File: config.mk
export PLATFORM = sky130hd
export DESIGN_NAME = stc_top
export DESIGN_NICKNAME = d
export VERILOG_FILES = /design/src/include/stc_pkg.sv /design/src/verilog/stc_tick_div.sv /design/src/verilog/stc_top.sv
export VERILOG_INCLUDE_DIRS = /design/src /design/src/include
export SDC_FILE = /design/constraint.sdc
export NUM_CORES = 1
export LEC_CHECK = 0
export BUFFER_PORTS_ARGS = -buffer_cell sky130_fd_sc_hd__buf_2
export CORE_AREA = 2 2 126 116
export DETAILED_ROUTE_END_ITERATION = 8
export DIE_AREA = 0 0 128 118
export HOLD_SLACK_MARGIN = 0.15
export PLACE_DENSITY_LB_ADDON = 0.08
export SYNTH_ARGS = -nofsm -noshare
export SYNTH_HDL_FRONTEND = slang
export SYNTH_SLANG_ARGS = --single-unit
File: constraint.sdc
create_clock -name clk_sys -period 3.3 [get_ports clk_sys]
set_clock_uncertainty 0.15 [all_clocks]
set_input_delay 0.99 -clock clk_sys [delete_from_list [all_inputs] [get_ports clk_sys]]
set_output_delay 0.99 -clock clk_sys [all_outputs]
set_load 0.005 [all_outputs]
File: src/include/stc_map.svh
// register map, field positions, reset values and timing counts of the slow tick block
`ifndef STC_MAP_SVH
`define STC_MAP_SVH

// register indices; byte address is four times the index
`define STC_IDX_ROOT_CLK_DIV 6'h14
`define STC_IDX_AUTO_CLK 6'h15
`define STC_IDX_CLK_EN_RATE 6'h16
`define STC_IDX_CONV_CTRL 6'h18
`define STC_IDX_STATUS 6'h19

// root_clock_divider_config fields
`define STC_BIT_DIV16 14
`define STC_BIT_X4 13
// clock_enable_and_tick_rate fields
`define STC_BIT_HALVE 12
`define STC_BIT_TICK_EN 0
// automatic clock config fields
`define STC_RATIO_MSB 13
`define STC_RATIO_LSB 10
`define STC_FS_MSB 2
`define STC_FS_LSB 0
// conv_ctrl fields
`define STC_BIT_REC_L 0
`define STC_BIT_REC_R 1
`define STC_BIT_PLAY_L 2
`define STC_BIT_PLAY_R 3
`define STC_BIT_PLAY_OSR 4
`define STC_BIT_REC_OSR 5
`define STC_BIT_REC_TST 6
`define STC_BIT_REC_BIAS 7
`define STC_BIT_EQ 8
`define STC_BIT_HR_PLAY 9
`define STC_BIT_HR_REC 10

// reset values
`define STC_RST_ROOT_CLK_DIV 16'h0000
`define STC_RST_CLK_EN_RATE 16'h0000
`define STC_RST_AUTO_CLK 16'h0c05
`define STC_RST_CONV_CTRL 16'h0020

// codes
`define STC_FS_HALF_RATE 3'h5
`define STC_RATIO_128 4'h1

// timing: 256 kHz internal clock from the 10 MHz system clock
`define STC_SYS_CLK_KHZ 10000
`define STC_INT_CLK_KHZ 256
`define STC_ACC_MOD 14'h2710
`define STC_TICK_BASE_DIV 16'h0100
`define STC_TICK_MIN_PERIOD_US 1000
`define STC_TICK_MIN_PERIOD_CYC (`STC_TICK_MIN_PERIOD_US * `STC_SYS_CLK_KHZ / 1000)

`endif

File: src/include/stc_pkg.sv
// types shared by the slow tick block
package stc_pkg;

	typedef enum logic [1:0] {
		STC_BUS_IDLE = 2'b01,
		STC_BUS_ACK = 2'b10
	} stc_bus_st_t;

	typedef struct packed {
		logic [13:0] acc;
		logic int_pulse;
		logic [14:0] cnt;
		logic tick;
	} stc_div_t;

	typedef struct packed {
		stc_bus_st_t st;
		logic waitreq;
		logic [31:0] rdata;
		logic [15:0] root_div;
		logic [15:0] auto_clk;
		logic [15:0] en_rate;
		logic [15:0] conv;
		logic [7:0] tick_cnt;
		logic play_act;
		logic rec_act;
		logic conflict;
		logic cfg_bad;
		logic mclk_src;
		logic [2:0] fs_code;
		logic fs_reserved;
		logic play_osr_x2;
		logic [3:0] conv_run;
		logic eq_run;
	} stc_top_t;

endpackage

File: src/verilog/stc_tick_div.sv
// 256 kHz internal clock and programmable slow tick divider
`include "stc_map.svh"

module stc_tick_div #(
	parameter logic [13:0] INT_CLK_STEP = 14'h0100
) (
	input wire logic clk_sys, // system clock
	input wire logic nrst, // async reset, active low
	input wire logic timeout_tick_enable, // runs the chain
	input wire logic tick_halving_select, // 1 = no halving
	input wire logic tick_times_four, // 1 = rate x4
	input wire logic tick_divide_sixteen, // 1 = rate /16
	output logic slow_timeout_tick // one-cycle tick pulse
);

	stc_pkg::stc_div_t state_ff;
	stc_pkg::stc_div_t nxt_state;
	logic [2:0] shift;
	logic [15:0] span;
	logic [14:0] limit;
	logic [14:0] acc_sum;

	// *****************************
	// divider chain
	// *****************************
	always_comb
	begin
		shift = {tick_divide_sixteen, ~tick_times_four, ~tick_halving_select};
		span = `STC_TICK_BASE_DIV << shift;
		limit = 15'(span - 16'h0001);
		acc_sum = {1'b0, state_ff.acc} + {1'b0, INT_CLK_STEP};
		nxt_state = state_ff;
		nxt_state.int_pulse = 1'b0;
		nxt_state.tick = 1'b0;
		// fractional accumulator: 256 kHz on average, jitter of one system cycle
		if (acc_sum >= {1'b0, `STC_ACC_MOD})
		begin
			nxt_state.acc = 14'(acc_sum - {1'b0, `STC_ACC_MOD});
			nxt_state.int_pulse = 1'b1;
		end
		else
			nxt_state.acc = acc_sum[13:0];
		if (state_ff.int_pulse)
		begin
			// >= so a rate change to a shorter period cannot overrun
			if (state_ff.cnt >= limit)
			begin
				nxt_state.cnt = 15'h0000;
				nxt_state.tick = 1'b1;
			end
			else
				nxt_state.cnt = 15'(state_ff.cnt + 15'h0001);
		end
		if (!timeout_tick_enable)
			nxt_state = '0;
	end

	always_ff @(posedge clk_sys or negedge nrst)
	begin
		if (!nrst)
			state_ff <= '0;
		else
			state_ff <= nxt_state;
	end

	assign slow_timeout_tick = state_ff.tick;

	a_div_held: assert property (@(posedge clk_sys) disable iff (!nrst)
		!timeout_tick_enable |=> (state_ff.cnt == 15'h0000) && !state_ff.tick)
		else $error("divider not held while disabled");
	a_fast_rate: assert property (@(posedge clk_sys) disable iff (!nrst)
		(tick_halving_select && tick_times_four && !tick_divide_sixteen) |-> limit == 15'h00ff)
		else $error("fastest rate divide wrong");
	a_slow_rate: assert property (@(posedge clk_sys) disable iff (!nrst)
		(!tick_halving_select && !tick_times_four && tick_divide_sixteen) |-> limit == 15'h7fff)
		else $error("slowest rate divide wrong");
	a_halve_step: assert property (@(posedge clk_sys) disable iff (!nrst)
		(!tick_halving_select && tick_times_four && !tick_divide_sixteen) |-> limit == 15'h01ff)
		else $error("halving select wrong");
	a_x4_scale: assert property (@(posedge clk_sys) disable iff (!nrst)
		(!tick_times_four && !tick_divide_sixteen) |-> limit > 15'h03fe)
		else $error("times four wrong");
	a_div16_scale: assert property (@(posedge clk_sys) disable iff (!nrst)
		tick_divide_sixteen |-> limit > 15'h0ffe)
		else $error("divide sixteen wrong");
	a_tick_cause: assert property (@(posedge clk_sys) disable iff (!nrst)
		state_ff.tick |-> $past(state_ff.int_pulse) && $past(timeout_tick_enable))
		else $error("tick without internal clock pulse");

endmodule // stc_tick_div

File: src/verilog/stc_top.sv
// slow timeout tick and high-rate converter clocking control with Avalon-MM registers
// Function
// - tick divided from internal 256kHz clock
// - tick runs only while enable bit set
// - halving bit 0 divides tick by two
// - divide-sixteen bit slows tick sixteen times
// - times-four bit speeds tick four times
// - eight rates, 1000Hz down to 7.8125Hz
// - never record and playback both high-rate
// - high rates take core clock from master
// - decode sample rate codes, 110/111 reserved
// - playback high oversample doubles ratio
`include "stc_map.svh"

module stc_top #(
	parameter logic [13:0] INT_CLK_STEP = 14'h0100
) (
	input wire logic clk_sys, // 10 MHz system clock
	input wire logic nrst, // async reset, active low
	input wire logic [7:0] avs_address, // byte address
	input wire logic avs_read, // read request
	input wire logic avs_write, // write request
	input wire logic [31:0] avs_writedata, // write data
	input wire logic [3:0] avs_byteenable, // byte lanes
	output logic [31:0] avs_readdata, // read data
	output logic avs_waitrequest, // low for one answer cycle
	output logic slow_timeout_tick, // tick pulse to debounce/timeout users
	output logic core_clock_from_mclk, // core clock must come from master clock
	output logic high_rate_playback, // high-rate playback granted
	output logic high_rate_record, // high-rate record granted
	output logic [2:0] sample_rate_code, // decoded sample rate code
	output logic sample_rate_reserved, // software chose a reserved code
	output logic playback_osr_double, // playback oversampling doubled
	output logic [3:0] conv_run, // {right_play, left_play, right_rec, left_rec}
	output logic eq_run // parametric equaliser may run
);

	stc_pkg::stc_top_t state_ff;
	stc_pkg::stc_top_t nxt_state;
	logic [5:0] idx;
	logic aligned;
	logic [15:0] lane_mask;
	logic [15:0] rd_word;
	logic [15:0] status;
	logic tick;
	logic common_bad;

	// *****************************
	// tick divider
	// *****************************
	stc_tick_div #(
		.INT_CLK_STEP(INT_CLK_STEP)
	) u_div (
		.clk_sys(clk_sys),
		.nrst(nrst),
		.timeout_tick_enable(state_ff.en_rate[`STC_BIT_TICK_EN]),
		.tick_halving_select(state_ff.en_rate[`STC_BIT_HALVE]),
		.tick_times_four(state_ff.root_div[`STC_BIT_X4]),
		.tick_divide_sixteen(state_ff.root_div[`STC_BIT_DIV16]),
		.slow_timeout_tick(tick)
	);

	// *****************************
	// next state
	// *****************************
	always_comb
	begin
		idx = avs_address[7:2];
		aligned = (avs_address[1:0] == 2'b00);
		lane_mask = {{8{avs_byteenable[1]}}, {8{avs_byteenable[0]}}};
		status = {state_ff.tick_cnt, 2'b00, state_ff.en_rate[`STC_BIT_TICK_EN], state_ff.fs_reserved,
			state_ff.cfg_bad, state_ff.conflict, state_ff.rec_act, state_ff.play_act};
		case (idx)
			`STC_IDX_ROOT_CLK_DIV: rd_word = state_ff.root_div;
			`STC_IDX_AUTO_CLK: rd_word = state_ff.auto_clk;
			`STC_IDX_CLK_EN_RATE: rd_word = state_ff.en_rate;
			`STC_IDX_CONV_CTRL: rd_word = state_ff.conv;
			`STC_IDX_STATUS: rd_word = status;
			default: rd_word = 16'h0000;
		endcase
		if (!aligned)
			rd_word = 16'h0000;
		nxt_state = state_ff;

		// bus slave: one wait cycle, then a single answer cycle
		case (state_ff.st)
			stc_pkg::STC_BUS_IDLE:
			begin
				if (avs_read || avs_write)
				begin
					nxt_state.st = stc_pkg::STC_BUS_ACK;
					nxt_state.waitreq = 1'b0;
					nxt_state.rdata = avs_read ? {16'h0000, rd_word} : 32'h0000_0000;
					if (avs_write && aligned)
					begin
						case (idx)
							`STC_IDX_ROOT_CLK_DIV:
								nxt_state.root_div = (state_ff.root_div & ~lane_mask) | (avs_writedata[15:0] & lane_mask);
							`STC_IDX_AUTO_CLK:
								nxt_state.auto_clk = (state_ff.auto_clk & ~lane_mask) | (avs_writedata[15:0] & lane_mask);
							`STC_IDX_CLK_EN_RATE:
								nxt_state.en_rate = (state_ff.en_rate & ~lane_mask) | (avs_writedata[15:0] & lane_mask);
							`STC_IDX_CONV_CTRL:
								nxt_state.conv = (state_ff.conv & ~lane_mask) | (avs_writedata[15:0] & lane_mask);
							default:
								nxt_state.conv = state_ff.conv;
						endcase
					end
				end
			end
			stc_pkg::STC_BUS_ACK:
			begin
				nxt_state.st = stc_pkg::STC_BUS_IDLE;
				nxt_state.waitreq = 1'b1;
			end
			default:
			begin
				nxt_state.st = stc_pkg::STC_BUS_IDLE;
				nxt_state.waitreq = 1'b1;
			end
		endcase

		// tick counter gives software a view of the tick actually running
		if (tick)
			nxt_state.tick_cnt = 8'(state_ff.tick_cnt + 8'h01);

		// only one path may run at high rate; playback wins a double request
		nxt_state.play_act = state_ff.conv[`STC_BIT_HR_PLAY];
		nxt_state.rec_act = state_ff.conv[`STC_BIT_HR_REC] & ~state_ff.conv[`STC_BIT_HR_PLAY];
		nxt_state.conflict = state_ff.conv[`STC_BIT_HR_REC] & state_ff.conv[`STC_BIT_HR_PLAY];
		nxt_state.mclk_src = state_ff.conv[`STC_BIT_HR_PLAY] | state_ff.conv[`STC_BIT_HR_REC];

		// flag any software setting that the high-rate modes forbid
		common_bad = (state_ff.auto_clk[`STC_FS_MSB:`STC_FS_LSB] != `STC_FS_HALF_RATE)
			|| (state_ff.auto_clk[`STC_RATIO_MSB:`STC_RATIO_LSB] != `STC_RATIO_128)
			|| state_ff.conv[`STC_BIT_EQ];
		nxt_state.cfg_bad = 1'b0;
		if (state_ff.conv[`STC_BIT_HR_PLAY])
			nxt_state.cfg_bad = common_bad || state_ff.conv[`STC_BIT_REC_L]
				|| state_ff.conv[`STC_BIT_REC_R] || state_ff.conv[`STC_BIT_PLAY_OSR];
		else if (state_ff.conv[`STC_BIT_HR_REC])
			nxt_state.cfg_bad = common_bad || state_ff.conv[`STC_BIT_PLAY_L]
				|| state_ff.conv[`STC_BIT_PLAY_R] || state_ff.conv[`STC_BIT_REC_OSR]
				|| state_ff.conv[`STC_BIT_REC_TST] || state_ff.conv[`STC_BIT_REC_BIAS];

		// reserved codes fall back to the half-rate code rather than an undefined rate
		nxt_state.fs_reserved = state_ff.auto_clk[`STC_FS_MSB:`STC_FS_LSB] > `STC_FS_HALF_RATE;
		nxt_state.fs_code = nxt_state.fs_reserved ? `STC_FS_HALF_RATE
			: state_ff.auto_clk[`STC_FS_MSB:`STC_FS_LSB];
		nxt_state.play_osr_x2 = state_ff.conv[`STC_BIT_PLAY_OSR];

		// converters the active high-rate path cannot share are held off
		nxt_state.conv_run = {state_ff.conv[`STC_BIT_PLAY_R], state_ff.conv[`STC_BIT_PLAY_L],
			state_ff.conv[`STC_BIT_REC_R], state_ff.conv[`STC_BIT_REC_L]};
		if (state_ff.conv[`STC_BIT_HR_PLAY])
			nxt_state.conv_run[1:0] = 2'b00;
		else if (state_ff.conv[`STC_BIT_HR_REC])
			nxt_state.conv_run[3:2] = 2'b00;
		nxt_state.eq_run = state_ff.conv[`STC_BIT_EQ]
			& ~(state_ff.conv[`STC_BIT_HR_PLAY] | state_ff.conv[`STC_BIT_HR_REC]);
	end

	// *****************************
	// state register
	// *****************************
	always_ff @(posedge clk_sys or negedge nrst)
	begin
		if (!nrst)
		begin
			state_ff <= '0;
			state_ff.st <= stc_pkg::STC_BUS_IDLE;
			state_ff.waitreq <= 1'b1;
			state_ff.root_div <= `STC_RST_ROOT_CLK_DIV;
			state_ff.auto_clk <= `STC_RST_AUTO_CLK;
			state_ff.en_rate <= `STC_RST_CLK_EN_RATE;
			state_ff.conv <= `STC_RST_CONV_CTRL;
			state_ff.fs_code <= `STC_FS_HALF_RATE;
		end
		else
			state_ff <= nxt_state;
	end

	assign avs_readdata = state_ff.rdata;
	assign avs_waitrequest = state_ff.waitreq;
	assign slow_timeout_tick = tick;
	assign core_clock_from_mclk = state_ff.mclk_src;
	assign high_rate_playback = state_ff.play_act;
	assign high_rate_record = state_ff.rec_act;
	assign sample_rate_code = state_ff.fs_code;
	assign sample_rate_reserved = state_ff.fs_reserved;
	assign playback_osr_double = state_ff.play_osr_x2;
	assign conv_run = state_ff.conv_run;
	assign eq_run = state_ff.eq_run;

	// *****************************
	// checks
	// *****************************
	a_tick_gated: assert property (@(posedge clk_sys) disable iff (!nrst)
		(!state_ff.en_rate[`STC_BIT_TICK_EN] && !$past(state_ff.en_rate[`STC_BIT_TICK_EN])) |-> !slow_timeout_tick)
		else $error("tick while disabled");
	a_tick_single: assert property (@(posedge clk_sys) disable iff (!nrst)
		slow_timeout_tick |=> !slow_timeout_tick [*2])
		else $error("tick wider than one cycle");
	a_hr_exclusive: assert property (@(posedge clk_sys) disable iff (!nrst)
		!(high_rate_playback && high_rate_record) && (!high_rate_record || conv_run[3:2] == 2'b00))
		else $error("both high-rate paths active");
	a_mclk_source: assert property (@(posedge clk_sys) disable iff (!nrst)
		(high_rate_playback || high_rate_record) |-> core_clock_from_mclk)
		else $error("high rate without master clock");
	a_fs_decode: assert property (@(posedge clk_sys) disable iff (!nrst)
		sample_rate_reserved |-> (sample_rate_code == `STC_FS_HALF_RATE) && $past(state_ff.auto_clk[2:1] == 2'b11))
		else $error("reserved code decode wrong");
	a_osr_follow: assert property (@(posedge clk_sys) disable iff (!nrst)
		$rose(state_ff.conv[`STC_BIT_PLAY_OSR]) |=> playback_osr_double)
		else $error("playback oversampling not doubled");
	a_eq_block: assert property (@(posedge clk_sys) disable iff (!nrst)
		(high_rate_playback || high_rate_record) && $past(high_rate_playback || high_rate_record) |-> !eq_run)
		else $error("equaliser running at high rate");
	a_bus_answer: assert property (@(posedge clk_sys) disable iff (!nrst)
		(state_ff.st == stc_pkg::STC_BUS_IDLE && (avs_read || avs_write)) |=> !avs_waitrequest ##1 avs_waitrequest)
		else $error("bus answer timing wrong");

endmodule // stc_top

==> flow_summary.rst, run 1 <==
.. list-table::
   :header-rows: 1

   * - Metric
     - Value
   * - Type of the setup path with the least slack
     - reg2reg
   * - Overall die area
     - approximately 15000 um2
   * - Cell with the most instances after synthesis
     - sky130_fd_sc_hd__dfrtp_1
   * - Clock slew seen by the registers of the worst setup and hold paths
     - 0.06 ns
   * - Post-synthesis instance total
     - about 600
   * - Floorplan row count
     - between 40 and 50
   * - Die height
     - 118 um
   * - Level count of the clock H-tree
     - 4
   * - Max clock buf depth
     - 2
   * - Average footprint of a synthesized cell
     - around 11 um2
   * - CTS Sinks
     - around 130
   * - Drt first-iter violations
     - 282
   * - Global-route usage over all layers
     - a little over a fifth
   * - Final Cycle Share
     - 89.9%
   * - Switching power share of the total
     - about 22%
   * - Horizontal die dimension
     - between 100 and 150 um
   * - Fraction of layout instances using a drive strength above 1
     - between 30% and 40%
   * - Maximum number of pins on one net before global-route repair
     - 55
   * - Initial DRT Pass Iterations
     - 4
   * - Antenna violations before repair
     - 1
   * - Number of vias per cell after detailed routing
     - approximately 5.8
   * - Critical path cell sequence
     - nor2b_1, nand2_1, ha_1, inv_1, nand3_1, o21ai_0, a21oi_1, ha_1, a21oi_1, o21ai_1, nor2_1, buf_4, a221o_1
   * - Portion of synthesized cell area occupied by the leading cell type
     - a little under half
   * - Kind of end point of the critical path
     - register
   * - Ports
     - 95
   * - Via count of the first global-routing pass
     - 4783
   * - Setup total negative slack
     - 0 ns
   * - Detailed Route WL
     - ~15 mm
   * - Clock network fraction of design power
     - between 40% and 50%
   * - Net Switching
     - 0.847 mW
   * - Comb power frac
     - under 10%
   * - Bufs and invs on worst path
     - 2
   * - Post-synth top flop
     - sky130_fd_sc_hd__dfrtp_1
   * - Buffer count from post-CTS setup fixing
     - 0
   * - Count of maximum capacitance violations
     - 0
   * - Min cycle time layout
     - between 2 and 3 ns
   * - Total clock buffers created by CTS
     - 17
   * - Power Total
     - roughly 3.8 mW
   * - HPWL after DPL
     - ~11 mm
   * - Post-cts gate resize count
     - 0
   * - Count of state elements after synthesis
     - roughly 130
   * - Critical Path Slowest Stage Cell
     - sky130_fd_sc_hd__dfrtp_1
   * - Fill count
     - around 1200
   * - Largest cells by area after synthesis
     - sky130_fd_sc_hd__dfrtp_1 46%, sky130_fd_sc_hd__mux2_2 11%, sky130_fd_sc_hd__buf_4 4.4%
   * - Number of setup violations in the final report
     - 0
   * - Required time worst endpoint
     - 3.45 ns
   * - Actual transition at the worst max-transition pin
     - about 0.94 ns
   * - Cell taking the most area after synthesis
     - sky130_fd_sc_hd__dfrtp_1
   * - Setup repair after global routing missed its margin
     - no
   * - Remaining Overflow, GRT
     - 0
   * - FFs w/ async S/R, synth
     - 100%
   * - Post-layout nets
     - just over 700
   * - Status
     - complete, no violations
   * - ANT nets after route
     - 0
   * - Maximum single-stage delay on the critical path
     - between 0.4 and 0.5 ns
   * - Distinct cell type count after synthesis
     - 61
   * - Commonest cells post-synth
     - 124 x sky130_fd_sc_hd__dfrtp_1, 65 x sky130_fd_sc_hd__mux2_2, 39 x sky130_fd_sc_hd__buf_4
   * - Initial cell density of the core
     - 49.0%
   * - Internal Pwr Total
     - between 2 and 3 mW
   * - Worst path arrival time
     - 3.11 ns
   * - Number of enable flip-flop cells after synthesis
     - 0
   * - Core area
     - between 10000 and 15000 um2
   * - Number of warnings issued by yosys
     - 0
   * - Critical Path Fanout Max
     - 8
   * - Largest voltage drop on the vdd net
     - approximately 0.00036 V
   * - Wire length of the first global-routing pass
     - 25.3 mm
   * - Count of final hold-check violations
     - 0
   * - Number of vias after detailed routing
     - around 4800
   * - Max-slew violation count
     - 0
   * - Synth Cell Area
     - roughly 6700 um2
   * - Power share of the sequential group
     - approximately 44%
   * - Final GP Congestion
     - 0.769
   * - Total power density per cell area
     - just under 500 nW/um2
   * - Clock tree root driver cell
     - sky130_fd_sc_hd__clkbuf_16
   * - Startpoint types
     - register
   * - Count of port buffers added during placement
     - 60
   * - Leakage power total
     - between 3 and 4 nW
   * - Type of the most critical hold path
     - reg2reg
   * - Per-cell routed wire length
     - about 18 um
   * - CTS tree
     - yes
   * - Quantity of hold-fixing buffers added after cts
     - 0
   * - Area added between synthesis and finish
     - 14.3%
   * - Sequential fraction of the synthesis area
     - between 40% and 50%
   * - Cell family contributing the most delay on the critical path
     - compound AO/OA/AOI/OAI gates
   * - Worst rel slew slack
     - 37.0%
   * - Clock latency on the worst-skew pair
     - 0.42 ns
   * - Peak clock frequency supported by timing
     - approximately 340 MHz
   * - DRC Markers
     - 0
cell families after synthesis:
| logic type | Yosys count | share of synthesized area, % |
|---|---|---|
| adders and majority gates | 14 | 2.60 |
| xor gates and xnor gates | 13 | 1.69 |
| AOI/OAI and AO/OA | 122 | 13.8 |
| other | 1 | 0.0557 |
| muxes | 68 | 11.3 |
| buffers and inverters | 85 | 7.06 |
| DFF | 132 | 49.2 |
| and+or+nand+nor | 161 | 14.2 |
sequential cells by signal, indices dropped and copies added (netlist names):
signal,cells
state_ff,74
playback_osr_double,1
high_rate_playback,1
u_div.state_ff,26
nxt_state,2
high_rate_record,1
u_div.slow_timeout_tick,1
avs_readdata,16
sample_rate_reserved,1
sample_rate_code,3
eq_run,1
core_clock_from_mclk,1
conv_run,4
metrics by stage:
| step | util (%) | hold WS (ns) | cells | instance area [um2] | setup WS [ns] |
|---|---|---|---|---|---|
| after global placement | 51.6 | 0.248 | 798 | 7090 | 0.369 |
| after global routing | 55.9 | 0.266 | 830 | 7690 | 0.0198 |
| final | 55.9 | 0.259 | 831 | 7690 | 0.334 |
| after detailed placement | 51.6 | 0.248 | 798 | 7090 | 0.337 |
| after CTS | 55.9 | 0.258 | 830 | 7690 | 0.339 |
| after floorplan | - | 0.242 | 611 | 6790 | 0.481 |
final timing paths:
path	startpoint	endpoint	slack, ns	cells past startpoint
worst max-delay path	state_ff[85]$_DFFE_PN0P_	u_div.state_ff[14]$_DFFE_PN0P_	0.33	13
worst min-delay path	state_ff[57]$_DFFE_PN1P_	sample_rate_code[2]$_DFF_PN1_	0.26	0
worst max register to register	state_ff[85]$_DFFE_PN0P_	u_div.state_ff[14]$_DFFE_PN0P_	0.33	13
worst min register to register	state_ff[57]$_DFFE_PN1P_	sample_rate_code[2]$_DFF_PN1_	0.26	0
max in group asynchronous	nrst	sample_rate_code[0]$_DFF_PN1_	1.76	2
min in group asynchronous	nrst	avs_readdata[6]$_DFFE_PN0P_	0.49	1
power groups by stage:
stage / Combinational (mW) / Sequential [mW] / Clock (mW)
after floorplan: 0.140 / 1.71 / 0
after global placement: 0.227 / 1.71 / 0
after detailed placement: 0.236 / 1.71 / 0
after CTS: 0.236 / 1.69 / 1.94
after global routing: 0.262 / 1.69 / 2.02
final: 0.231 / 1.69 / 1.90
layout make-up:
type	count	area, um2	share of cell area [%]
sequential	132	3310	43.1
multi-input combinational	394	3000	39.0
timing repair buffer	83	500	6.51
clock buffer	24	472	6.13
tap	172	215	2.80
clock inverter	8	125	1.63
inverter	17	63.8	0.830
antenna	1	2.50	0.0325
metal layers:
metal  vias to the layer above  global-route usage, %  part of all wire [%]
met5                         -                      0                     0
met4                         0                   6.04                   1.1
met3                        17                   5.73                   4.1
met2                       113                   32.3                    45
met1                      2386                   30.7                    50
li1                       2275                      -                     -
cell usage in the layout (no fill, tap or decap), types with 5 or more instances in the layout:
master,n
sky130_fd_sc_hd__dfstp_2,8
sky130_fd_sc_hd__clkbuf_1,5
sky130_fd_sc_hd__o211ai_1,14
sky130_fd_sc_hd__inv_1,17
sky130_fd_sc_hd__and3_1,8
sky130_fd_sc_hd__a22o_1,17
sky130_fd_sc_hd__nor2_1,11
sky130_fd_sc_hd__nor3_1,22
sky130_fd_sc_hd__nand2_1,20
sky130_fd_sc_hd__nand2b_1,6
sky130_fd_sc_hd__mux2_2,65
sky130_fd_sc_hd__ha_1,14
sky130_fd_sc_hd__and2_1,9
sky130_fd_sc_hd__or3_1,5
sky130_fd_sc_hd__xnor2_1,9
sky130_fd_sc_hd__buf_4,22
sky130_fd_sc_hd__a221oi_1,5
sky130_fd_sc_hd__nor2b_1,10
sky130_fd_sc_hd__a221o_1,14
sky130_fd_sc_hd__nor4_1,8
sky130_fd_sc_hd__o21ai_0,13
sky130_fd_sc_hd__o31ai_1,5
sky130_fd_sc_hd__conb_1,16
sky130_fd_sc_hd__clkbuf_16,17
sky130_fd_sc_hd__a21oi_1,11
sky130_fd_sc_hd__dfrtp_1,124
sky130_fd_sc_hd__buf_2,59
sky130_fd_sc_hd__a22oi_1,20
sky130_fd_sc_hd__nand4_1,9
sky130_fd_sc_hd__nand3_1,23
Power figures use the tool's default switching activity.
==> inputs of run 2 (changes only) <==
--- a/config.mk
+++ b/config.mk
@@ -8,10 +8,12 @@
 export LEC_CHECK = 0
 export BUFFER_PORTS_ARGS = -buffer_cell sky130_fd_sc_hd__buf_2
 export CORE_AREA = 2 2 126 116
+export CTS_BUF_LIST = sky130_fd_sc_hd__clkbuf_8
 export DETAILED_ROUTE_END_ITERATION = 8
 export DIE_AREA = 0 0 128 118
 export HOLD_SLACK_MARGIN = 0.15
 export PLACE_DENSITY_LB_ADDON = 0.08
+export REMOVE_ABC_BUFFERS = 1
 export SYNTH_ARGS = -nofsm -noshare
 export SYNTH_HDL_FRONTEND = slang
 export SYNTH_SLANG_ARGS = --single-unit
==> run 2 against run 1 <==
Sequential share of layout area is 1.6 points higher. Register-to-register slack hardly changed. Critical path type unchanged. Setup slack improved by 0.012 ns. Maximum frequency increased by 0.40%. Largest cell class unchanged. Via count up 1.5%. Combinational power increased by 4%. Global-route usage down 0.36 points. Routed wire length barely moved.
==> flow_summary.rst, run 2 (synthesized netlist as in run 1, its figures left out) <==
.. list-table::
   :header-rows: 1

   * - Metric
     - Value
   * - Drt first-iter violations
     - 279
   * - Register Area
     - between 3000 and 4000 um2
   * - Largest register by flop count
     - state_ff
   * - Overall die area
     - roughly 15000 um2
   * - Post-layout nets
     - roughly 710
   * - Core occupancy in the finished layout
     - 53.9%
   * - Worst path arrival time
     - ~3.1 ns
   * - Min cycle time layout
     - ~3 ns
   * - Final worst setup slack
     - 0.346 ns
   * - Post-placement setup slack
     - approximately 0.28 ns
   * - Number of vias after detailed routing
     - around 5000
   * - Initial DRT Pass Iterations
     - 4
   * - Status
     - complete, no violations
   * - Quantity of hold-fixing buffers added after cts
     - 0
   * - Floorplan row count
     - between 40 and 50
   * - Metal1 wirelength
     - between 7 and 8 mm
   * - Worst rel slew slack
     - 37.0%
   * - Per-cell routed wire length
     - 18.4 um
   * - Max clock buf depth
     - 2
   * - Total power density per cell area
     - ~420 nW/um2
   * - Count of maximum capacitance violations
     - 0
   * - HPWL after DPL
     - ~10 mm
   * - Antenna violations before repair
     - 0
   * - Buffer count from post-CTS setup fixing
     - 0
   * - Number of vias per cell after detailed routing
     - about 5.9
   * - Peak clock frequency supported by timing
     - approximately 340 MHz
   * - Most common cell after layout, fill and taps aside
     - sky130_fd_sc_hd__dfrtp_1
   * - Level count of the clock H-tree
     - 4
   * - Commonest cells after routing, fill and taps aside
     - 124 x sky130_fd_sc_hd__dfrtp_1, 65 x sky130_fd_sc_hd__mux2_2, 59 x sky130_fd_sc_hd__buf_2
   * - Global-route usage over all layers
     - between 20% and 30%
   * - Initial cell density of the core
     - 49.0%
   * - Largest voltage drop on the vdd net
     - around 0.00024 V
   * - Max-slew violation count
     - 0
   * - Setup total negative slack
     - 0 ns
   * - Remaining Overflow, GRT
     - 0
   * - Core area
     - ~14000 um2
   * - CTS Sinks
     - between 100 and 150
   * - Kind of end point of the critical path
     - register
   * - Internal reg-to-reg setup slack
     - 0.35 ns
   * - Clock tree root driver cell
     - sky130_fd_sc_hd__clkbuf_8
   * - Detailed Route WL
     - 15.2 mm
   * - Clock latency on the worst-skew pair
     - around 0.44 ns
   * - Maximum number of pins on one net before global-route repair
     - ~110
   * - Actual transition at the worst max-transition pin
     - 0.943 ns
   * - Required time worst endpoint
     - approximately 3.5 ns
   * - Number of setup violations in the final report
     - 0
   * - Startpoint types
     - register
   * - Count of final hold-check violations
     - 0
   * - Fraction of layout instances using a drive strength above 1
     - between 20% and 30%
   * - Total area of multi-input combinational cells
     - 3000 um2
   * - DRC Markers
     - 0
   * - Type of the most critical hold path
     - reg2reg
   * - Horizontal die dimension
     - around 130 um
   * - Critical Path Fanout Max
     - 11
   * - Wire length of the first global-routing pass
     - 24.7 mm
   * - Ports
     - 95
   * - Area added between synthesis and finish
     - 10.1%
   * - Type of the setup path with the least slack
     - reg2reg
   * - Power Total
     - ~3.1 mW
   * - Final Cycle Share
     - about 90%
   * - Clock slew seen by the registers of the worst setup and hold paths
     - roughly 0.08 ns
   * - CTS tree
     - yes
   * - ANT nets after route
     - 0
   * - Post-route design area
     - 7410 um2
   * - Count of port buffers added during placement
     - 60
   * - Largest register FFs
     - 74
   * - Count of non-filler cells in the finished layout
     - 828
   * - Placed cell count
     - between 700 and 800
   * - Highest metal layer used by the detailed router
     - met4
   * - Final GP Congestion
     - about 0.78
   * - Via count of the first global-routing pass
     - 4688
   * - Ant diodes
     - 0
   * - Fill count
     - between 1000 and 1500
   * - Die height
     - between 100 and 150 um
   * - Sum of met2 wire segment lengths after detailed routing
     - between 6 and 7 mm
   * - Total clock buffers created by CTS
     - 17
   * - Setup repair after global routing missed its margin
     - no
   * - WHS
     - between 0.2 and 0.3 ns
   * - Cell area after placement
     - between 7000 and 8000 um2
   * - Leakage power total
     - roughly 3.5 nW
   * - Routed met3 length
     - 716 um
   * - Post-cts gate resize count
     - 0
-- run 2: cell types whose count changed in the layout (fill, tap and decap cells not counted), sizes merged --
cell and change:
diode -1, inv +5, clkbuf -6, clkinvlp +1, clkinv +2, bufinv -2, buf -2
-- run 2: layout make-up --
cell class                      instances  area share [%]
Sequential cell                       132            44.7
Multi-Input combinational cell        394            40.4
Timing Repair Buffer                   81            6.38
Clock buffer                           18            3.34
Tap cell                              172            2.90
Clock inverter                         14            1.37
Inverter                               17           0.861
-- run 2: power by group --
| group | internal [mW] | total [mW] | switching, mW |
|---|---|---|---|
| Combinational | 0.0811 | 0.241 | 0.160 |
| Sequential | 1.66 | 1.68 | 0.0218 |
| Clock | 0.597 | 1.22 | 0.625 |
-- run 2: worst max-delay path, cell delays in order, from the launching register on --
cell                      delay (ns)
sky130_fd_sc_hd__dfrtp_1        0.46
sky130_fd_sc_hd__nor2b_1        0.26
sky130_fd_sc_hd__nand2_1        0.11
sky130_fd_sc_hd__ha_1           0.26
sky130_fd_sc_hd__inv_1          0.11
sky130_fd_sc_hd__nand3_1        0.07
sky130_fd_sc_hd__o21ai_0        0.09
sky130_fd_sc_hd__a21oi_1        0.11
sky130_fd_sc_hd__ha_1           0.31
sky130_fd_sc_hd__a21oi_1        0.07
sky130_fd_sc_hd__o21ai_1        0.21
sky130_fd_sc_hd__nor2_1         0.12
sky130_fd_sc_hd__buf_4          0.19
sky130_fd_sc_hd__a221o_1        0.32
-- run 2: worst paths after layout --
| path | cells after the start | to | start |
|---|---|---|---|
| worst max-delay path | 13 | u_div.state_ff[14]$_DFFE_PN0P_ | state_ff[84]$_DFFE_PN0P_ |
| worst min-delay path | 0 | sample_rate_code[2]$_DFF_PN1_ | state_ff[57]$_DFFE_PN1P_ |
| worst max register to register | 13 | u_div.state_ff[14]$_DFFE_PN0P_ | state_ff[84]$_DFFE_PN0P_ |
| worst min register to register | 0 | sample_rate_code[2]$_DFF_PN1_ | state_ff[57]$_DFFE_PN1P_ |
| max in group asynchronous | 2 | playback_osr_double$_DFF_PN0_ | nrst |
| min in group asynchronous | 2 | state_ff[54]$_DFFE_PN0P_ | nrst |
-- run 2: metal layers --
| metal | GRT usage, % | vias up |
|---|---|---|
| met5 | 0 | - |
| met4 | 6.04 | 0 |
| met3 | 5.00 | 12 |
| met2 | 32.4 | 127 |
| met1 | 30.0 | 2454 |
| li1 | - | 2270 |
==> inputs of run 3 (changes only) <==
--- a/config.mk
+++ b/config.mk
@@ -7,12 +7,14 @@
 export NUM_CORES = 1
 export LEC_CHECK = 0
 export BUFFER_PORTS_ARGS = -buffer_cell sky130_fd_sc_hd__buf_2
-export CORE_AREA = 2 2 126 116
+export CELL_PAD_IN_SITES_DETAIL_PLACEMENT = 1
+export CELL_PAD_IN_SITES_GLOBAL_PLACEMENT = 2
+export CORE_AREA = 2 2 142 130
 export CTS_BUF_LIST = sky130_fd_sc_hd__clkbuf_8
 export DETAILED_ROUTE_END_ITERATION = 8
-export DIE_AREA = 0 0 128 118
+export DIE_AREA = 0 0 144 132
 export HOLD_SLACK_MARGIN = 0.15
-export PLACE_DENSITY_LB_ADDON = 0.08
+export PLACE_DENSITY_LB_ADDON = 0.1
 export REMOVE_ABC_BUFFERS = 1
 export SYNTH_ARGS = -nofsm -noshare
 export SYNTH_HDL_FRONTEND = slang
==> run 3 against run 2 <==
Clock power up 24%. Combinational power up 5%. Maximum frequency up 1.7%. Global-route usage down 1.6 points. Via count up 0.35%. Critical path depth unchanged. Sequential share of layout area down 1.2 points. Design area up 2.9%. Core utilization down 10 points. Highest routed layer unchanged. First-iteration DRC count down 38%. Register-to-register slack better by 0.05 ns.
==> flow_summary.rst, run 3 (synthesized netlist as in run 1, its figures left out) <==
.. list-table::
   :header-rows: 1

   * - Metric
     - Value
   * - Status
     - complete, no violations
   * - Peak clock frequency supported by timing
     - around 340 MHz
   * - Critical Path Slowest Stage Cell
     - sky130_fd_sc_hd__dfrtp_1
   * - Area added between synthesis and finish
     - 13.3%
   * - Max-slew violation count
     - 0
   * - Worst rel slew slack
     - ~22%
   * - Overall die area
     - approximately 19000 um2
   * - Count of non-filler cells in the finished layout
     - 899
   * - Clock slew seen by the registers of the worst setup and hold paths
     - approximately 0.08 ns
   * - Total area of multi-input combinational cells
     - ~3000 um2
   * - Initial DRT Pass Iterations
     - 4
   * - Total clock buffers created by CTS
     - 17
   * - Max clock buf depth
     - 2
   * - Count of maximum capacitance violations
     - 0
   * - Level count of the clock H-tree
     - 4
   * - Startpoint types
     - register
   * - Count of final hold-check violations
     - 0
   * - DRC Markers
     - 0
   * - CTS tree
     - yes
   * - Cell family contributing the most delay on the critical path
     - compound AO/OA/AOI/OAI gates
   * - Largest register FFs
     - 74
   * - Setup total negative slack
     - 0 ns
   * - HPWL after DPL
     - ~12 mm
   * - Type of the setup path with the least slack
     - reg2reg
   * - Fill count
     - between 1500 and 2000
   * - Cell area after placement
     - slightly above 7000 um2
   * - Kind of end point of the critical path
     - register
   * - Global-route usage over all layers
     - 19.5%
   * - Antenna violations before repair
     - 0
   * - Horizontal die dimension
     - ~140 um
   * - Largest voltage drop on the vdd net
     - roughly 0.00022 V
   * - Required time worst endpoint
     - around 3.5 ns
   * - Largest register by flop count
     - state_ff
   * - Bufs and invs on worst path
     - 2
   * - Total power density per cell area
     - between 400 and 500 nW/um2
   * - Wire length of the first global-routing pass
     - roughly 28 mm
   * - Per-cell routed wire length
     - just under 20 um
   * - Critical path cell sequence
     - nor2b_1, nand2_1, ha_1, inv_1, nand3_1, o21ai_0, a21oi_1, ha_1, a21oi_1, o21ai_1, nor2_1, buf_4, a221o_1
   * - Min cycle time layout
     - 2.90 ns
   * - Type of the most critical hold path
     - reg2reg
   * - Commonest cells after routing, fill and taps aside
     - 124 x sky130_fd_sc_hd__dfrtp_1, 65 x sky130_fd_sc_hd__mux2_2, 59 x sky130_fd_sc_hd__buf_2
   * - Number of vias after detailed routing
     - 4880
   * - Actual transition at the worst max-transition pin
     - 1.16 ns
   * - Fraction of layout instances using a drive strength above 1
     - between 30% and 40%
   * - Clock latency on the worst-skew pair
     - approximately 0.45 ns
   * - ANT nets after route
     - 0
   * - Placed cell count
     - about 870
   * - Most common cell after layout, fill and taps aside
     - sky130_fd_sc_hd__dfrtp_1
   * - Clock tree root driver cell
     - sky130_fd_sc_hd__clkbuf_8
   * - Number of vias per cell after detailed routing
     - approximately 5.4
   * - Die height
     - 132 um
   * - Drt first-iter violations
     - 172
   * - Number of setup violations in the final report
     - 0
   * - Leakage power total
     - 3.58 nW
   * - Register Area
     - around 3300 um2
   * - Detailed Route WL
     - between 15 and 20 mm
   * - Ports
     - 95
   * - Ant diodes
     - 0
   * - Post-layout nets
     - 709
   * - Setup repair after global routing missed its margin
     - no
   * - Via count of the first global-routing pass
     - approximately 5100
   * - Post-route design area
     - 7620 um2
   * - Floorplan row count
     - between 40 and 50
   * - Critical Path Fanout Max
     - 11
   * - Initial cell density of the core
     - around two fifths
   * - Final Cycle Share
     - between 80% and 90%
   * - Quantity of hold-fixing buffers added after cts
     - 0
   * - CTS Sinks
     - approximately 130
   * - Final GP Congestion
     - 0.782
   * - Maximum single-stage delay on the critical path
     - approximately 0.45 ns
   * - Maximum number of pins on one net before global-route repair
     - between 40 and 50
   * - Core area
     - approximately 17000 um2
   * - Buffer count from post-CTS setup fixing
     - 0
   * - Remaining Overflow, GRT
     - 0
   * - Post-cts gate resize count
     - 0
   * - Count of port buffers added during placement
     - 60
   * - Worst path arrival time
     - between 3 and 4 ns
==> run 3: area by class of cell <==
| cell class | instances | share of cell area [%] |
|---|---|---|
| Clock buffer | 21 | 3.79 |
| Clock inverter | 10 | 1.90 |
| Inverter | 17 | 0.837 |
| Sequential cell | 132 | 43.5 |
| Tap cell | 240 | 3.94 |
| Multi-Input combinational cell | 394 | 39.3 |
| Timing Repair Buffer | 85 | 6.76 |
==> run 3: worst paths after layout <==
check	from	cells past startpoint	slack, ns	end
worst max-delay path	state_ff[84]$_DFFE_PN0P_	13	0.40	u_div.state_ff[6]$_DFFE_PN0P_
worst min-delay path	state_ff[57]$_DFFE_PN1P_	0	0.26	sample_rate_code[2]$_DFF_PN1_
worst max register to register	state_ff[84]$_DFFE_PN0P_	13	0.40	u_div.state_ff[6]$_DFFE_PN0P_
worst min register to register	state_ff[57]$_DFFE_PN1P_	0	0.26	sample_rate_code[2]$_DFF_PN1_
max in group asynchronous	nrst	2	1.88	state_ff[66]$_DFFE_PN1P_
min in group asynchronous	nrst	1	0.38	avs_readdata[11]$_DFFE_PN0P_
==> run 3: through the flow <==
step	hold WS [ns]	power, mW	worst slack (ns)	util, %
global route	0.271	3.60	0.0748	43.7
CTS	0.263	3.50	0.365	43.7
detailed placement	0.251	1.97	0.297	41.2
finish	0.261	3.45	0.396	43.7
global placement	0.245	1.96	0.377	41.2
floorplan	0.224	1.81	0.150	-
==> run 3: report_power, final <==
group / internal [mW] / switching (mW) / leakage, nW
sequential: 1.66 / 0.0222 / 1.81
combinational: 0.0844 / 0.168 / 1.55
clock: 0.832 / 0.681 / 0.215
==> run 3: metal layers <==
metal	part of all wire [%]	vias to the layer above	GRT usage, %
met4	0.59	0	4.41
li1	-	2264	-
met5	0	-	0
met1	47	2534	26.9
met2	49	73	31.3
met3	3.4	9	4.54
